**src/uart_regsel_consts.vh**
```
// Constants for the dual-channel register select and loopback block
`ifndef UART_REGSEL_CONSTS_VH
`define UART_REGSEL_CONSTS_VH

// ----------------------------------------
// Geometry
// ----------------------------------------
`define NUM_CH         2
`define ADDR_W         3
`define DATA_W         8

// ----------------------------------------
// Register addresses
// ----------------------------------------
`define ADR_0          3'h0
`define ADR_1          3'h1
`define ADR_2          3'h2
`define ADR_3          3'h3
`define ADR_4          3'h4
`define ADR_5          3'h5
`define ADR_6          3'h6
`define ADR_7          3'h7

// ----------------------------------------
// Field positions and values
// ----------------------------------------
`define LCR_ENH_VALUE  8'hBF
`define LCR_DLAB_BIT   7
`define EFR_ENH_BIT    4
`define FEATURE_CONTROL_SEL_BIT   6
`define MCR_LOOP_BIT   4
`define MCR_DTR_BIT    0
`define MCR_RTS_BIT    1
`define MCR_OP1_BIT    2
`define MCR_OP2_BIT    3
`define RX_READY_BIT   0
`define IER_ENH_MASK   8'hF0
`define MCR_ENH_MASK   8'hE0
`define FCR_ENH_MASK   8'h30
`define ISR_ENH_MASK   8'h30
`define REG_RESET      8'h00
`define DIV_ZERO       8'h00
`define MARK_LEVEL     1'h1
`define OUT_INACTIVE   1'h1
`define MODEM_PIN_IDLE 5'h1F
`define MSR_ZERO       4'h0

`endif

```
**src/pin_sync.v**
```verilog
// Two-flop synchroniser for pin inputs
`timescale 1ns/1ps
module pin_sync #(
  parameter             WIDTH = 1,
  parameter [WIDTH-1:0] INIT  = {WIDTH{1'h0}}
) (
  // Clock and reset
  input  wire             core_clk,
  input  wire             rst_n,
  // Pin side and synchronised side
  input  wire [WIDTH-1:0] pin_in,
  output reg  [WIDTH-1:0] sync_out
);

  reg [WIDTH-1:0] stage_one;

  always @(posedge core_clk) begin
    if (!rst_n) begin
      stage_one <= INIT;
      sync_out  <= INIT;
    end else begin
      stage_one <= pin_in;
      sync_out  <= stage_one;
    end
  end

endmodule

```
**src/two_entry_buffer.v**
```verilog
// Two-entry valid/ready buffer
`timescale 1ns/1ps
module two_entry_buffer #(
  parameter WIDTH = 8
) (
  // Clock and reset
  input  wire             core_clk,
  input  wire             rst_n,
  // Filling side
  input  wire [WIDTH-1:0] in_data,
  input  wire             in_valid,
  output reg              in_ready,
  // Draining side
  output wire [WIDTH-1:0] out_data,
  output reg              out_valid,
  input  wire             out_ready
);

  reg [WIDTH-1:0] mem [0:1];
  reg             wr_ptr;
  reg             rd_ptr;
  reg [1:0]       count;
  reg [1:0]       next_count;
  wire            push;
  wire            pop;

  assign push     = in_valid & in_ready;
  assign pop      = out_ready & out_valid;
  assign out_data = mem[rd_ptr];

  always @* begin
    next_count = count;
    if (push && !pop) begin
      next_count = count + 2'h1;
    end else if (pop && !push) begin
      next_count = count - 2'h1;
    end
  end

  always @(posedge core_clk) begin
    if (!rst_n) begin
      wr_ptr    <= 1'h0;
      rd_ptr    <= 1'h0;
      count     <= 2'h0;
      in_ready  <= 1'h0;
      out_valid <= 1'h0;
      mem[0]    <= {WIDTH{1'h0}};
      mem[1]    <= {WIDTH{1'h0}};
    end else begin
      if (push) begin
        mem[wr_ptr] <= in_data;
        wr_ptr      <= ~wr_ptr;
      end
      if (pop) begin
        rd_ptr <= ~rd_ptr;
      end
      count     <= next_count;
      in_ready  <= (next_count != 2'h2);
      out_valid <= (next_count != 2'h0);
    end
  end

endmodule

```
**src/uart_register_select_loopback.v**
```verilog
// Register decode and internal loopback for a dual UART
`timescale 1ns/1ps
`include "uart_regsel_consts.vh"
module uart_register_select_loopback #(
  parameter                CHANNEL_SELECT_MODE     = 0,
  // Identity values below are arbitrary
  parameter [`DATA_W-1:0]  REVISION_CODE  = 8'h01,
  parameter [`DATA_W-1:0]  DEVICE_ID_CODE = 8'h5A
) (
  // Clock and reset
  input  wire                          core_clk,
  input  wire                          rst_n,
  // Host parallel bus
  input  wire [`ADDR_W-1:0]            bus_addr,
  input  wire [`DATA_W-1:0]            bus_data_in,
  output reg  [`DATA_W-1:0]            bus_data_out,
  output reg                           bus_data_oe_n,
  input  wire                          bus_wr_n,
  input  wire                          bus_rd_n,
  input  wire [`NUM_CH-1:0]            chip_select_n,
  input  wire                          channel_select,
  // Transmit word stream to the shifter
  output wire [`NUM_CH*`DATA_W-1:0]    tx_data,
  output wire [`NUM_CH-1:0]            tx_valid,
  input  wire [`NUM_CH-1:0]            tx_ready,
  // Receive word stream from the shifter
  input  wire [`NUM_CH*`DATA_W-1:0]    rx_data,
  input  wire [`NUM_CH-1:0]            rx_valid,
  output wire [`NUM_CH-1:0]            rx_ready,
  // Status from the channel core
  input  wire [`NUM_CH*`DATA_W-1:0]    interrupt_status_in,
  input  wire [`NUM_CH*`DATA_W-1:0]    line_status_in,
  input  wire [`NUM_CH*`DATA_W-1:0]    fifo_level_in,
  // Configuration to the channel core
  output wire [`NUM_CH*`DATA_W-1:0]    line_control,
  output wire [`NUM_CH*`DATA_W-1:0]    interrupt_enable,
  output wire [`NUM_CH*`DATA_W-1:0]    modem_control,
  output wire [`NUM_CH*`DATA_W-1:0]    divisor_low,
  output wire [`NUM_CH*`DATA_W-1:0]    divisor_high,
  output wire [`NUM_CH*`DATA_W-1:0]    divisor_fraction,
  output wire [`NUM_CH*`DATA_W-1:0]    alternate_function,
  output wire [`NUM_CH*`DATA_W-1:0]    enhanced_function,
  output wire [`NUM_CH*`DATA_W-1:0]    feature_control,
  output wire [`NUM_CH*`DATA_W-1:0]    enhanced_mode_select,
  output wire [`NUM_CH*`DATA_W-1:0]    fifo_control,
  output wire [`NUM_CH-1:0]            fifo_control_strobe,
  output wire [`NUM_CH*`DATA_W-1:0]    trigger_level,
  output wire [`NUM_CH-1:0]            trigger_level_strobe,
  output wire [`NUM_CH*2*`DATA_W-1:0]  xon_chars,
  output wire [`NUM_CH*2*`DATA_W-1:0]  xoff_chars,
  // Serial path to the shifters
  input  wire [`NUM_CH-1:0]            core_tx_serial,
  output wire [`NUM_CH-1:0]            core_rx_serial,
  output wire [`NUM_CH-1:0]            flow_cts_active,
  // Serial and modem pins
  output wire [`NUM_CH-1:0]            tx_pin,
  input  wire [`NUM_CH-1:0]            rx_pin,
  output wire [`NUM_CH-1:0]            rts_n_pin,
  output wire [`NUM_CH-1:0]            dtr_n_pin,
  input  wire [`NUM_CH-1:0]            cts_n_pin,
  input  wire [`NUM_CH-1:0]            dsr_n_pin,
  input  wire [`NUM_CH-1:0]            carrier_detect_in_n,
  input  wire [`NUM_CH-1:0]            ring_indicator_in_n
);

  // ----------------------------------------
  // Bus pin synchronisation
  // ----------------------------------------
  localparam SYNC_W = `ADDR_W + `DATA_W + `NUM_CH + 3;

  wire [`ADDR_W-1:0] s_addr;
  wire [`DATA_W-1:0] s_data;
  wire [`NUM_CH-1:0] s_cs_n;
  wire               s_channel_select;
  wire               s_wr_n;
  wire               s_rd_n;
  reg                wr_prev_n;
  reg                rd_prev_n;
  reg  [`NUM_CH-1:0] sel;
  wire               any_sel;
  wire               write_take;
  wire               read_take;
  wire [`NUM_CH*`DATA_W-1:0] rd_vec;

  pin_sync #(
    .WIDTH (SYNC_W),
    .INIT  ({{(`ADDR_W+`DATA_W){1'h0}}, {`NUM_CH{1'h1}}, 3'h3})
  ) u_bus_sync (
    .core_clk (core_clk),
    .rst_n    (rst_n),
    .pin_in   ({bus_addr, bus_data_in, chip_select_n, channel_select, bus_wr_n, bus_rd_n}),
    .sync_out ({s_addr, s_data, s_cs_n, s_channel_select, s_wr_n, s_rd_n})
  );

  // Channel selection by chip selects or by channel select line
  always @* begin
    sel = {`NUM_CH{1'h0}};
    if (CHANNEL_SELECT_MODE == 0) begin
      sel = ~s_cs_n;
    end else begin
      sel[0] = ~s_cs_n[0] & ~s_channel_select;
      sel[1] = ~s_cs_n[0] & s_channel_select;
    end
  end

  assign any_sel    = |sel;
  assign write_take = wr_prev_n & ~s_wr_n & any_sel;
  assign read_take  = rd_prev_n & ~s_rd_n & any_sel;

  // ----------------------------------------
  // Bus read data and strobe edges
  // ----------------------------------------
  always @(posedge core_clk) begin
    if (!rst_n) begin
      wr_prev_n     <= 1'h1;
      rd_prev_n     <= 1'h1;
      bus_data_out  <= `REG_RESET;
      bus_data_oe_n <= 1'h1;
    end else begin
      wr_prev_n <= s_wr_n;
      rd_prev_n <= s_rd_n;
      if (read_take) begin
        bus_data_out  <= sel[1] ? rd_vec[`DATA_W +: `DATA_W] : rd_vec[0 +: `DATA_W];
        bus_data_oe_n <= 1'h0;
      end else if (s_rd_n) begin
        bus_data_oe_n <= 1'h1;
      end
    end
  end

  // ----------------------------------------
  // Per-channel register sets
  // ----------------------------------------
  genvar ch;
  generate
    for (ch = 0; ch < `NUM_CH; ch = ch + 1) begin : chan
      reg  [`DATA_W-1:0] lcr_q;
      reg  [`DATA_W-1:0] ier_q;
      reg  [`DATA_W-1:0] mcr_q;
      reg  [`DATA_W-1:0] dll_q;
      reg  [`DATA_W-1:0] dlm_q;
      reg  [`DATA_W-1:0] dld_q;
      reg  [`DATA_W-1:0] afr_q;
      reg  [`DATA_W-1:0] efr_q;
      reg  [`DATA_W-1:0] feature_control_q;
      reg  [`DATA_W-1:0] enhanced_mode_select_q;
      reg  [`DATA_W-1:0] spr_q;
      reg  [`DATA_W-1:0] fcr_q;
      reg  [`DATA_W-1:0] trg_q;
      reg  [`DATA_W-1:0] xon1_q;
      reg  [`DATA_W-1:0] xon2_q;
      reg  [`DATA_W-1:0] xoff1_q;
      reg  [`DATA_W-1:0] xoff2_q;
      reg  [`DATA_W-1:0] txd_q;
      reg                txv_q;
      reg                fcr_stb_q;
      reg                trg_stb_q;
      reg  [3:0]         msr_delta;
      reg  [3:0]         modem_prev;
      reg                tx_pin_q;
      reg                rts_pin_q;
      reg                dtr_pin_q;
      reg                rx_ser_q;
      reg                cts_flow_q;
      reg  [`DATA_W-1:0] rd_val;
      reg  [`DATA_W-1:0] enh_keep;
      wire               we;
      wire               re;
      wire               bank_bf;
      wire               bank_div;
      wire               enh_on;
      wire               div_zero;
      wire               loop_on;
      wire [4:0]         s_modem;
      wire [3:0]         modem_now;
      wire [`DATA_W-1:0] rx_head;
      wire               rx_head_valid;
      wire               rx_pop;
      wire               msr_read;

      assign we       = write_take & sel[ch];
      assign re       = read_take & sel[ch];
      assign bank_bf  = (lcr_q == `LCR_ENH_VALUE);
      assign bank_div = lcr_q[`LCR_DLAB_BIT] & ~bank_bf;
      assign enh_on   = efr_q[`EFR_ENH_BIT];
      assign div_zero = (dll_q == `DIV_ZERO) && (dlm_q == `DIV_ZERO);
      assign loop_on  = mcr_q[`MCR_LOOP_BIT];
      assign rx_pop   = re && (s_addr == `ADR_0) && !bank_bf && !bank_div;
      assign msr_read = re && (s_addr == `ADR_6) && !bank_bf;

      // Receive words pass a two-entry buffer before the holding register
      two_entry_buffer #(
        .WIDTH (`DATA_W)
      ) u_rx_buf (
        .core_clk  (core_clk),
        .rst_n     (rst_n),
        .in_data   (rx_data[ch*`DATA_W +: `DATA_W]),
        .in_valid  (rx_valid[ch]),
        .in_ready  (rx_ready[ch]),
        .out_data  (rx_head),
        .out_valid (rx_head_valid),
        .out_ready (rx_pop)
      );

      pin_sync #(
        .WIDTH (5),
        .INIT  (`MODEM_PIN_IDLE)
      ) u_modem_sync (
        .core_clk (core_clk),
        .rst_n    (rst_n),
        .pin_in   ({rx_pin[ch], carrier_detect_in_n[ch], ring_indicator_in_n[ch], dsr_n_pin[ch], cts_n_pin[ch]}),
        .sync_out (s_modem)
      );

      // Modem inputs follow modem control in loopback
      assign modem_now = loop_on ? {mcr_q[`MCR_OP2_BIT], mcr_q[`MCR_OP1_BIT],
                                    mcr_q[`MCR_DTR_BIT], mcr_q[`MCR_RTS_BIT]}
                                 : ~s_modem[3:0];

      // Enhanced bits are kept only when enhanced functions are on
      always @* begin
        enh_keep = enh_on ? {`DATA_W{1'h1}} : {`DATA_W{1'h0}};
      end

      // ----------------------------------------
      // Register writes
      // ----------------------------------------
      always @(posedge core_clk) begin
        if (!rst_n) begin
          lcr_q     <= `REG_RESET;
          ier_q     <= `REG_RESET;
          mcr_q     <= `REG_RESET;
          dll_q     <= `REG_RESET;
          dlm_q     <= `REG_RESET;
          dld_q     <= `REG_RESET;
          afr_q     <= `REG_RESET;
          efr_q     <= `REG_RESET;
          feature_control_q    <= `REG_RESET;
          enhanced_mode_select_q    <= `REG_RESET;
          spr_q     <= `REG_RESET;
          fcr_q     <= `REG_RESET;
          trg_q     <= `REG_RESET;
          xon1_q    <= `REG_RESET;
          xon2_q    <= `REG_RESET;
          xoff1_q   <= `REG_RESET;
          xoff2_q   <= `REG_RESET;
          txd_q     <= `REG_RESET;
          txv_q     <= 1'h0;
          fcr_stb_q <= 1'h0;
          trg_stb_q <= 1'h0;
        end else begin
          fcr_stb_q <= 1'h0;
          trg_stb_q <= 1'h0;
          if (txv_q && tx_ready[ch]) begin
            txv_q <= 1'h0;
          end
          if (we) begin
            case (s_addr)
              `ADR_0: begin
                if (bank_bf) begin
                  trg_q     <= s_data;
                  trg_stb_q <= 1'h1;
                end else if (bank_div) begin
                  dll_q <= s_data;
                end else begin
                  txd_q <= s_data;
                  txv_q <= 1'h1;
                end
              end
              `ADR_1: begin
                if (bank_bf) begin
                  feature_control_q <= s_data;
                end else if (bank_div) begin
                  dlm_q <= s_data;
                end else begin
                  ier_q <= s_data & (~`IER_ENH_MASK | enh_keep);
                end
              end
              `ADR_2: begin
                if (bank_bf) begin
                  efr_q <= s_data;
                end else if (bank_div && enh_on) begin
                  dld_q <= s_data;
                end else if (bank_div) begin
                  afr_q <= s_data;
                end else begin
                  fcr_q     <= s_data & (~`FCR_ENH_MASK | enh_keep);
                  fcr_stb_q <= 1'h1;
                end
              end
              `ADR_3: begin
                lcr_q <= s_data;
              end
              `ADR_4: begin
                if (bank_bf) begin
                  xon1_q <= s_data;
                end else begin
                  mcr_q <= s_data & (~`MCR_ENH_MASK | enh_keep);
                end
              end
              `ADR_5: begin
                if (bank_bf) begin
                  xon2_q <= s_data;
                end
              end
              `ADR_6: begin
                if (bank_bf) begin
                  xoff1_q <= s_data;
                end
              end
              `ADR_7: begin
                if (bank_bf) begin
                  xoff2_q <= s_data;
                end else if (feature_control_q[`FEATURE_CONTROL_SEL_BIT]) begin
                  enhanced_mode_select_q <= s_data;
                end else begin
                  spr_q <= s_data;
                end
              end
              default: begin
                lcr_q <= lcr_q;
              end
            endcase
          end
        end
      end

      // ----------------------------------------
      // Register reads
      // ----------------------------------------
      always @* begin
        rd_val = `REG_RESET;
        case (s_addr)
          `ADR_0: begin
            if (bank_bf) begin
              rd_val = fifo_level_in[ch*`DATA_W +: `DATA_W];
            end else if (bank_div) begin
              rd_val = div_zero ? REVISION_CODE : dll_q;
            end else begin
              rd_val = rx_head;
            end
          end
          `ADR_1: begin
            if (bank_bf) begin
              rd_val = feature_control_q;
            end else if (bank_div) begin
              rd_val = div_zero ? DEVICE_ID_CODE : dlm_q;
            end else begin
              rd_val = ier_q;
            end
          end
          `ADR_2: begin
            if (bank_bf) begin
              rd_val = efr_q;
            end else if (bank_div) begin
              rd_val = enh_on ? dld_q : afr_q;
            end else begin
              rd_val = interrupt_status_in[ch*`DATA_W +: `DATA_W] & (~`ISR_ENH_MASK | enh_keep);
            end
          end
          `ADR_3: begin
            rd_val = lcr_q;
          end
          `ADR_4: begin
            rd_val = bank_bf ? xon1_q : mcr_q;
          end
          `ADR_5: begin
            if (bank_bf) begin
              rd_val = xon2_q;
            end else begin
              rd_val = line_status_in[ch*`DATA_W +: `DATA_W];
              rd_val[`RX_READY_BIT] = rx_head_valid;
            end
          end
          `ADR_6: begin
            rd_val = bank_bf ? xoff1_q : {modem_now, msr_delta};
          end
          `ADR_7: begin
            if (bank_bf) begin
              rd_val = xoff2_q;
            end else if (feature_control_q[`FEATURE_CONTROL_SEL_BIT]) begin
              rd_val = fifo_level_in[ch*`DATA_W +: `DATA_W];
            end else begin
              rd_val = spr_q;
            end
          end
          default: begin
            rd_val = `REG_RESET;
          end
        endcase
      end

      // ----------------------------------------
      // Modem status deltas and loopback pins
      // ----------------------------------------
      always @(posedge core_clk) begin
        if (!rst_n) begin
          msr_delta  <= `MSR_ZERO;
          modem_prev <= `MSR_ZERO;
          tx_pin_q   <= `MARK_LEVEL;
          rts_pin_q  <= `OUT_INACTIVE;
          dtr_pin_q  <= `OUT_INACTIVE;
          rx_ser_q   <= `MARK_LEVEL;
          cts_flow_q <= 1'h0;
        end else begin
          modem_prev <= modem_now;
          msr_delta  <= (msr_read ? `MSR_ZERO : msr_delta) | (modem_now ^ modem_prev);
          tx_pin_q   <= loop_on ? `MARK_LEVEL : core_tx_serial[ch];
          rts_pin_q  <= loop_on ? `OUT_INACTIVE : ~mcr_q[`MCR_RTS_BIT];
          dtr_pin_q  <= loop_on ? `OUT_INACTIVE : ~mcr_q[`MCR_DTR_BIT];
          rx_ser_q   <= loop_on ? core_tx_serial[ch] : s_modem[4];
          cts_flow_q <= ~loop_on & ~s_modem[0];
        end
      end

      assign rd_vec[ch*`DATA_W +: `DATA_W]                 = rd_val;
      assign line_control[ch*`DATA_W +: `DATA_W]           = lcr_q;
      assign interrupt_enable[ch*`DATA_W +: `DATA_W]       = ier_q;
      assign modem_control[ch*`DATA_W +: `DATA_W]          = mcr_q;
      assign divisor_low[ch*`DATA_W +: `DATA_W]            = dll_q;
      assign divisor_high[ch*`DATA_W +: `DATA_W]           = dlm_q;
      assign divisor_fraction[ch*`DATA_W +: `DATA_W]       = dld_q;
      assign alternate_function[ch*`DATA_W +: `DATA_W]     = afr_q;
      assign enhanced_function[ch*`DATA_W +: `DATA_W]      = efr_q;
      assign feature_control[ch*`DATA_W +: `DATA_W]        = feature_control_q;
      assign enhanced_mode_select[ch*`DATA_W +: `DATA_W]   = enhanced_mode_select_q;
      assign fifo_control[ch*`DATA_W +: `DATA_W]           = fcr_q;
      assign fifo_control_strobe[ch]                       = fcr_stb_q;
      assign trigger_level[ch*`DATA_W +: `DATA_W]          = trg_q;
      assign trigger_level_strobe[ch]                      = trg_stb_q;
      assign xon_chars[ch*2*`DATA_W +: 2*`DATA_W]          = {xon2_q, xon1_q};
      assign xoff_chars[ch*2*`DATA_W +: 2*`DATA_W]         = {xoff2_q, xoff1_q};
      assign tx_data[ch*`DATA_W +: `DATA_W]                = txd_q;
      assign tx_valid[ch]                                  = txv_q;
      assign tx_pin[ch]                                    = tx_pin_q;
      assign rts_n_pin[ch]                                 = rts_pin_q;
      assign dtr_n_pin[ch]                                 = dtr_pin_q;
      assign core_rx_serial[ch]                            = rx_ser_q;
      assign flow_cts_active[ch]                           = cts_flow_q;
    end
  endgenerate

endmodule

```
**config.mk**
```make
export PLATFORM = sky130hd
export DESIGN_NAME = uart_register_select_loopback
export DESIGN_NICKNAME = d
export VERILOG_FILES = /design/src/pin_sync.v /design/src/two_entry_buffer.v /design/src/uart_register_select_loopback.v
export VERILOG_INCLUDE_DIRS = /design/src
export SDC_FILE = /design/constraint.sdc
export NUM_CORES = 1
export LEC_CHECK = 0
export BUFFER_PORTS_ARGS = -buffer_cell sky130_fd_sc_hd__buf_4
export CORE_AREA = 2 2 235 237
export CTS_BUF_LIST = sky130_fd_sc_hd__clkbuf_2
export CTS_CLUSTER_DIAMETER = 120
export DETAILED_ROUTE_END_ITERATION = 12
export DIE_AREA = 0 0 237 239
export SKIP_LAST_GASP = 1
export SLEW_MARGIN = 30
export SYNTH_ARGS = -nofsm -noshare
export SYNTH_HDL_FRONTEND = slang
export SYNTH_HIERARCHICAL = 1
export SYNTH_SLANG_ARGS = --single-unit
```
**constraint.sdc**
```tcl
create_clock -name core_clk -period 2.57 [get_ports core_clk]
set_input_delay 0.514 -clock core_clk [delete_from_list [all_inputs] [get_ports core_clk]]
set_output_delay 0.514 -clock core_clk [all_outputs]
set_load 0.01 [all_outputs]
```
# After elaboration in Yosys (flattened, before gate mapping)
# Memory sizes are Yosys's and may differ from the RTL's. A register that Yosys moved wholly into a read port is not among the register bits.
# Index checks and enable logic that the tools add are counted.
# op_classes
muxes	76
n_eq_ne	11
n_bitwise	57
add_sub_neg	4
reduce_logical	81
# op_table
operator	n
$mux W8	33
$pmux W8 S8	2
$and A8 B8 Y8	8
$reduce_and A4 Y1	14
$reduce_and A3 Y1	18
$mux W1	33
$logic_not A8 Y1	4
$not A1 Y1	26
$logic_and A1 B1 Y1	20
$reduce_and A5 Y1	4
$and A1 B1 Y1	16
$eq A8 B8 Y1 const B	2
$mux W4	4
$reduce_or A8 Y1	2
$eq A3 B3 Y1 const B	4
$reduce_or A5 Y1	2
$logic_not A1 Y1	8
$mux W2	4
$not A4 Y4	2
$or A4 B4 Y4	2
$xor A4 B4 Y4	2
$eq A3 B2 Y1 const B	2
$reduce_bool A2 Y1	3
$reduce_or A2 Y1	3
7 further kinds	11
# word_totals
ff_bits	395
output_inout_bits	299
elab_cells	307
in_bits	98
mem_bits_rw	32
n_memories	2
# memory_table
memory	words	word_bits	read_ports	rd_clocked_by_memory_dff	write_ports	line	rtl
chan[0].u_rx_buf.mem	2	8	1	1	2	two_entry_buffer.v:19	reg [WIDTH-1:0] mem [0:1];
chan[1].u_rx_buf.mem	2	8	1	1	2	two_entry_buffer.v:19	

# Logic depth before layout (Yosys ltp)
# depth
depth_word	12
depth_mapped	10
mapped_depth_nobuf	8

# Cells and area by module
# The synthesis kept the hierarchy.
# modules_own_cells
mod	seq_area_each_um2	area_per_inst_um2	cells_per_inst	n_inst
uart_register_select_loopback	6626.4	15248.4	1854	1
two_entry_buffer	620.6	1073.5	79	2
pin_sync (u_bus_sync)	640.6	858.3	67	1
pin_sync (chan[0].u_modem_sync ...)	200.2	262.8	20	2

# Least setup slack after synthesis
# No wires, ideal clock.
# synth_path
path_kind	flip-flop to flip-flop
start	reg chan[0].lcr_q[7]
end	reg chan[0].u_rx_buf.out_valid
n_path_buf	4
path_stages_with_launch	10
period_less_slack_ns	2.031
arrival_time_ns	1.906
setup_time_ns	0.125
required_ns	2.445
setup_slack_ns	0.539
cell_sequence	dfxtp_1 > buf_2 > buf_2 > buf_1 > buf_1 > nor3_1 > nand2_2 > xnor2_4 > o31ai_1 > a21oi_1
# synth_between
elab_chain_cells	10
word_cells_on_any_way	14
classes_between	eq/ne: 1; mux: 2; bitwise: 3; reduce/logical: 8
# synth_rtl
element	line	rtl
start, declared	uart_register_select_loopback.v:137	reg [`DATA_W-1:0] lcr_q;
start signal, assigned	uart_register_select_loopback.v:230	lcr_q <= `REG_RESET;
start signal, assigned	uart_register_select_loopback.v:292	lcr_q <= s_data;
start signal, assigned	uart_register_select_loopback.v:321	lcr_q <= lcr_q;
$eq A8 B8 Y1 (no source line)	--	
$not A1 Y1 (no source line)	--	
$and A1 B1 Y1	uart_register_select_loopback.v:184	assign bank_div = lcr_q[`LCR_DLAB_BIT] & ~bank_bf;
$logic_not A1 Y1	uart_register_select_loopback.v:188	assign rx_pop = re && (s_addr == `ADR_0) && !bank_bf && !bank_div;
$logic_and A1 B1 Y1 *	uart_register_select_loopback.v:188	
net chan[0].rx_pop	uart_register_select_loopback.v:178	wire rx_pop;
$and A1 B1 Y1 *	two_entry_buffer.v:28	assign pop = out_ready & out_valid;
$logic_and A1 B1 Y1 / $logic_not A1 Y1 (equally long branches)	two_entry_buffer.v:35, two_entry_buffer.v:33	
$mux W2 / $logic_and A1 B1 Y1 (equally long branches)	two_entry_buffer.v:35, two_entry_buffer.v:33	
$mux W2 *	two_entry_buffer.v:33	if (push && !pop) begin
$reduce_bool A2 Y1 *	two_entry_buffer.v:59	out_valid <= (next_count != 2'h0);
end signal, assigned	two_entry_buffer.v:59	
end, declared	two_entry_buffer.v:15	output reg out_valid,
# The timed path passes the listed nets; every way through them passes the cells marked *.
# A chain may end at the register's enable or synchronous reset.

# Worst setup path in the final report
# layout_path
start	reg chan[1].mcr_q[4]
end	out modem_control[12]
# layout_rtl
element	line	rtl
start, declared	uart_register_select_loopback.v:139	reg [`DATA_W-1:0] mcr_q;
start signal, assigned	uart_register_select_loopback.v:232	mcr_q <= `REG_RESET;
start signal, assigned	uart_register_select_loopback.v:298	mcr_q <= s_data & (~`MCR_ENH_MASK | enh_keep);
end, declared	uart_register_select_loopback.v:37	output wire [`NUM_CH*`DATA_W-1:0] modem_control,
# No word-level cell between the ends.

==> results.md <==
- Setup ws final: 0.1053 ns
- Largest net degree at the start of global routing: 82
- # rows: 86
- Critical path type: reg -> out
- Final setup violation count: 0
- Global-route wire length before repair: 115300 microns
- TritonRoute pass-1 iters: 6
- Non-filler instance count after layout: 3445
- DR WL/cell: 23.32 microns
- Post-CTS Repair Setup Buffers: 0
- Yosys warns: 6
- CP Max Fanout: 5
- Slew HR: 46.93%
- GRT Overall Usage: 27.45%
- Clock Sinks: 427
- Critical Path AT: 1.95 ns
- CTS max path bufs: 3
- Synthesized cell area: 0.01873 sq mm
- Die footprint: 0.05664 sq mm
- Dpl cells: 3154
- Gate Count Post-Synth: 2115
- CTS tree: yes
- Worst slack, placed: 0.1213 ns
- Final GP Congestion: 0.9466
- H-tree depth: 3
- Worst IR drop on VDD: 0.2365 mV
- HPWL after DPL: 58730 microns
- Tightest Pin Transition: 0.7960 ns
- Total gr overflow: 0
- Num CTS Buffers: 112
- Nets: 2754
- Routed vias: 18460
- Hold WS: 0.1369 ns
- Tmin final: 2.465 ns
- Startpoint types: flip-flop
- Initial Utilization: 34.46%
- Worst Setup End Kind: primary output
- Max-capacitance violation count: 0
- Die Height: 239 microns
- Leak: 9.898 nW
- M1 GR Usage: 34.96%
- IO Pins: 397
- Max frequency: 405.7 MHz
- Fin util: 45.59%
- Initial antenna violation count: 1
- DRC violations left: 0
- Die W: 237 microns
- Share of post-route cells with drive strength above 1: 28.84%
- RSZ-0062 raised after global routing: yes
- Period utilization: 95.90%
- Fin. max-slew vios: 0
- Layout fillers: 5346
- Input/output buffers: 393
- Status: complete, no violations
- Met2 usage: 42.46%
- Clock Latency Late Sink: 1.16 ns
- CP Data Required Time: 2.06 ns
- Vias in the first global route: 17730
- Clk slew on worst S/H paths: 0.12 ns
- Via/cell ratio: 5.359
- Hold Path Class: in -> reg
- Final Hold Viols: 0
- GRT met3 Usage: 8.014%
- Pwr/cell area: 504.9 mW/mm^2
- Synth Net Count: 2213
- Core Area: 0.05434 sq mm
- Antenna viol nets, final: 0
- Clock Skews: 0.1179 ns
- Cell chosen for the clock root: clkbuf_2
- Grt peak-use layer: met2
- Area Growth Syn to Fin: 32.30%
- Routed wire length: 80350 microns
- Pwr Total: 12.51 mW
- Avg Inst Size Synth: 8.854 sq um
- DRT iter0 DRCs: 1764
## through the flow
stage,setup TNS [ns],cell area (sq um)
CTS,-0.09310,24760
global route,-0.4460,24780
floorplan,0,18730
finish,0,24780
detailed placement,0,22860
global placement,0,22860
## sequential cells by signal, summed over array words and instances, names as in the netlist, 10 cells and up, named ones only
signal	count
chan.dld_q	16
chan.trg_q	16
chan.xon1_q	16
chan.enhanced_mode_select_q	16
chan.u_rx_buf/mem	32
chan.fcr_q	16
chan.txd_q	16
chan.dll_q	16
chan.ier_q	16
chan.mcr_q	16
u_bus_sync/stage_one	15
chan.lcr_q	16
chan.spr_q	16
chan.xoff1_q	16
chan.afr_q	16
chan.efr_q	16
chan.u_modem_sync/stage_one	10
chan.u_modem_sync/sync_out	10
chan.xoff2_q	16
chan.feature_control_q	16
chan.dlm_q	16
chan.xon2_q	16
u_bus_sync/sync_out	15
## metal layers
metal  routed length [microns]  up-vias
li1                          -     8515
met5                         0        -
met2                     35990      964
met1                     32990     8801
met4                      3497        0
met3                      7879      183
## final cells by class
class	count	area (sq um)	share of cell area, %
Timing Repair Buffer	609	4965	20.04
Multi-Input combinational cell	1490	8991	36.29
Antenna cell	2	5.005	0.02020
Clock buffer	155	775.7	3.131
Sequential cell	427	8894	35.90
Inverter	16	67.56	0.2727
Tap cell	704	880.8	3.555
Clock inverter	42	196.4	0.7929
## repair_timing
action | in CTS | in global routing
endpoints found under the setup margin | 4 | 17
hold buffers | 92 | 0
pin swaps | 0 | 0
gates cloned | 0 | 1
gates resized for setup | 4 | 2
endpoints found under the hold margin | 143 | 0
## critical path, cell delays in order, from the launching register on
cell and delay, ns:
dfxtp_1 0.50, buf_4 0.21, buf_4 0.13
## report_power, final
part	total (mW)	switching, mW	leakage (nW)	internal (mW)
Clock	4.64	2.91	0.740	1.73
Combinational	0.974	0.547	5.62	0.427
Sequential	6.90	0.102	3.54	6.79
## cell usage in the layout, fill, tap and decap left out, types with 7 or more instances in the layout
master,instances
nand2_1,322
and2_1,58
nor2b_1,10
dlygate4sd3_1,92
buf_4,504
nand3_1,100
and3_1,8
o211ai_1,11
nor4_1,9
clkinv_2,7
and2_4,18
buf_12,13
o221ai_1,7
a221oi_1,18
a31oi_1,21
nor2_1,181
a21oi_1,235
a22oi_1,10
inv_1,15
edfxtp_1,32
o21ai_0,63
mux4_2,8
clkinv_1,32
a21o_1,8
clkbuf_2,155
dfxtp_2,14
mux2_2,25
nor3_1,12
mux2i_1,161
a211oi_1,15
xor2_1,8
nand4_1,13
nand2b_1,45
dfxtp_1,379
## final timing paths
path | depth (start not counted) | end | slack [ns] | startpoint
max reg2reg | 6 | chan[1].txd_q[3]$_SDFFE_PN0P_ | 0.11 | u_bus_sync/sync_out[15]$_SDFF_PN0_
min reg2reg | 1 | chan[0].u_modem_sync/sync_out[1]$_SDFF_PN1_ | 0.41 | chan[0].u_modem_sync/stage_one[1]$_SDFF_PN1_
max | 2 | modem_control[12] | 0.11 | chan[1].mcr_q[4]$_SDFFE_PN0P_
min | 3 | chan[1].u_modem_sync/stage_one[0]$_SDFF_PN1_ | 0.14 | cts_n_pin[1]
Note: power is estimated with default switching activity, not from simulation.
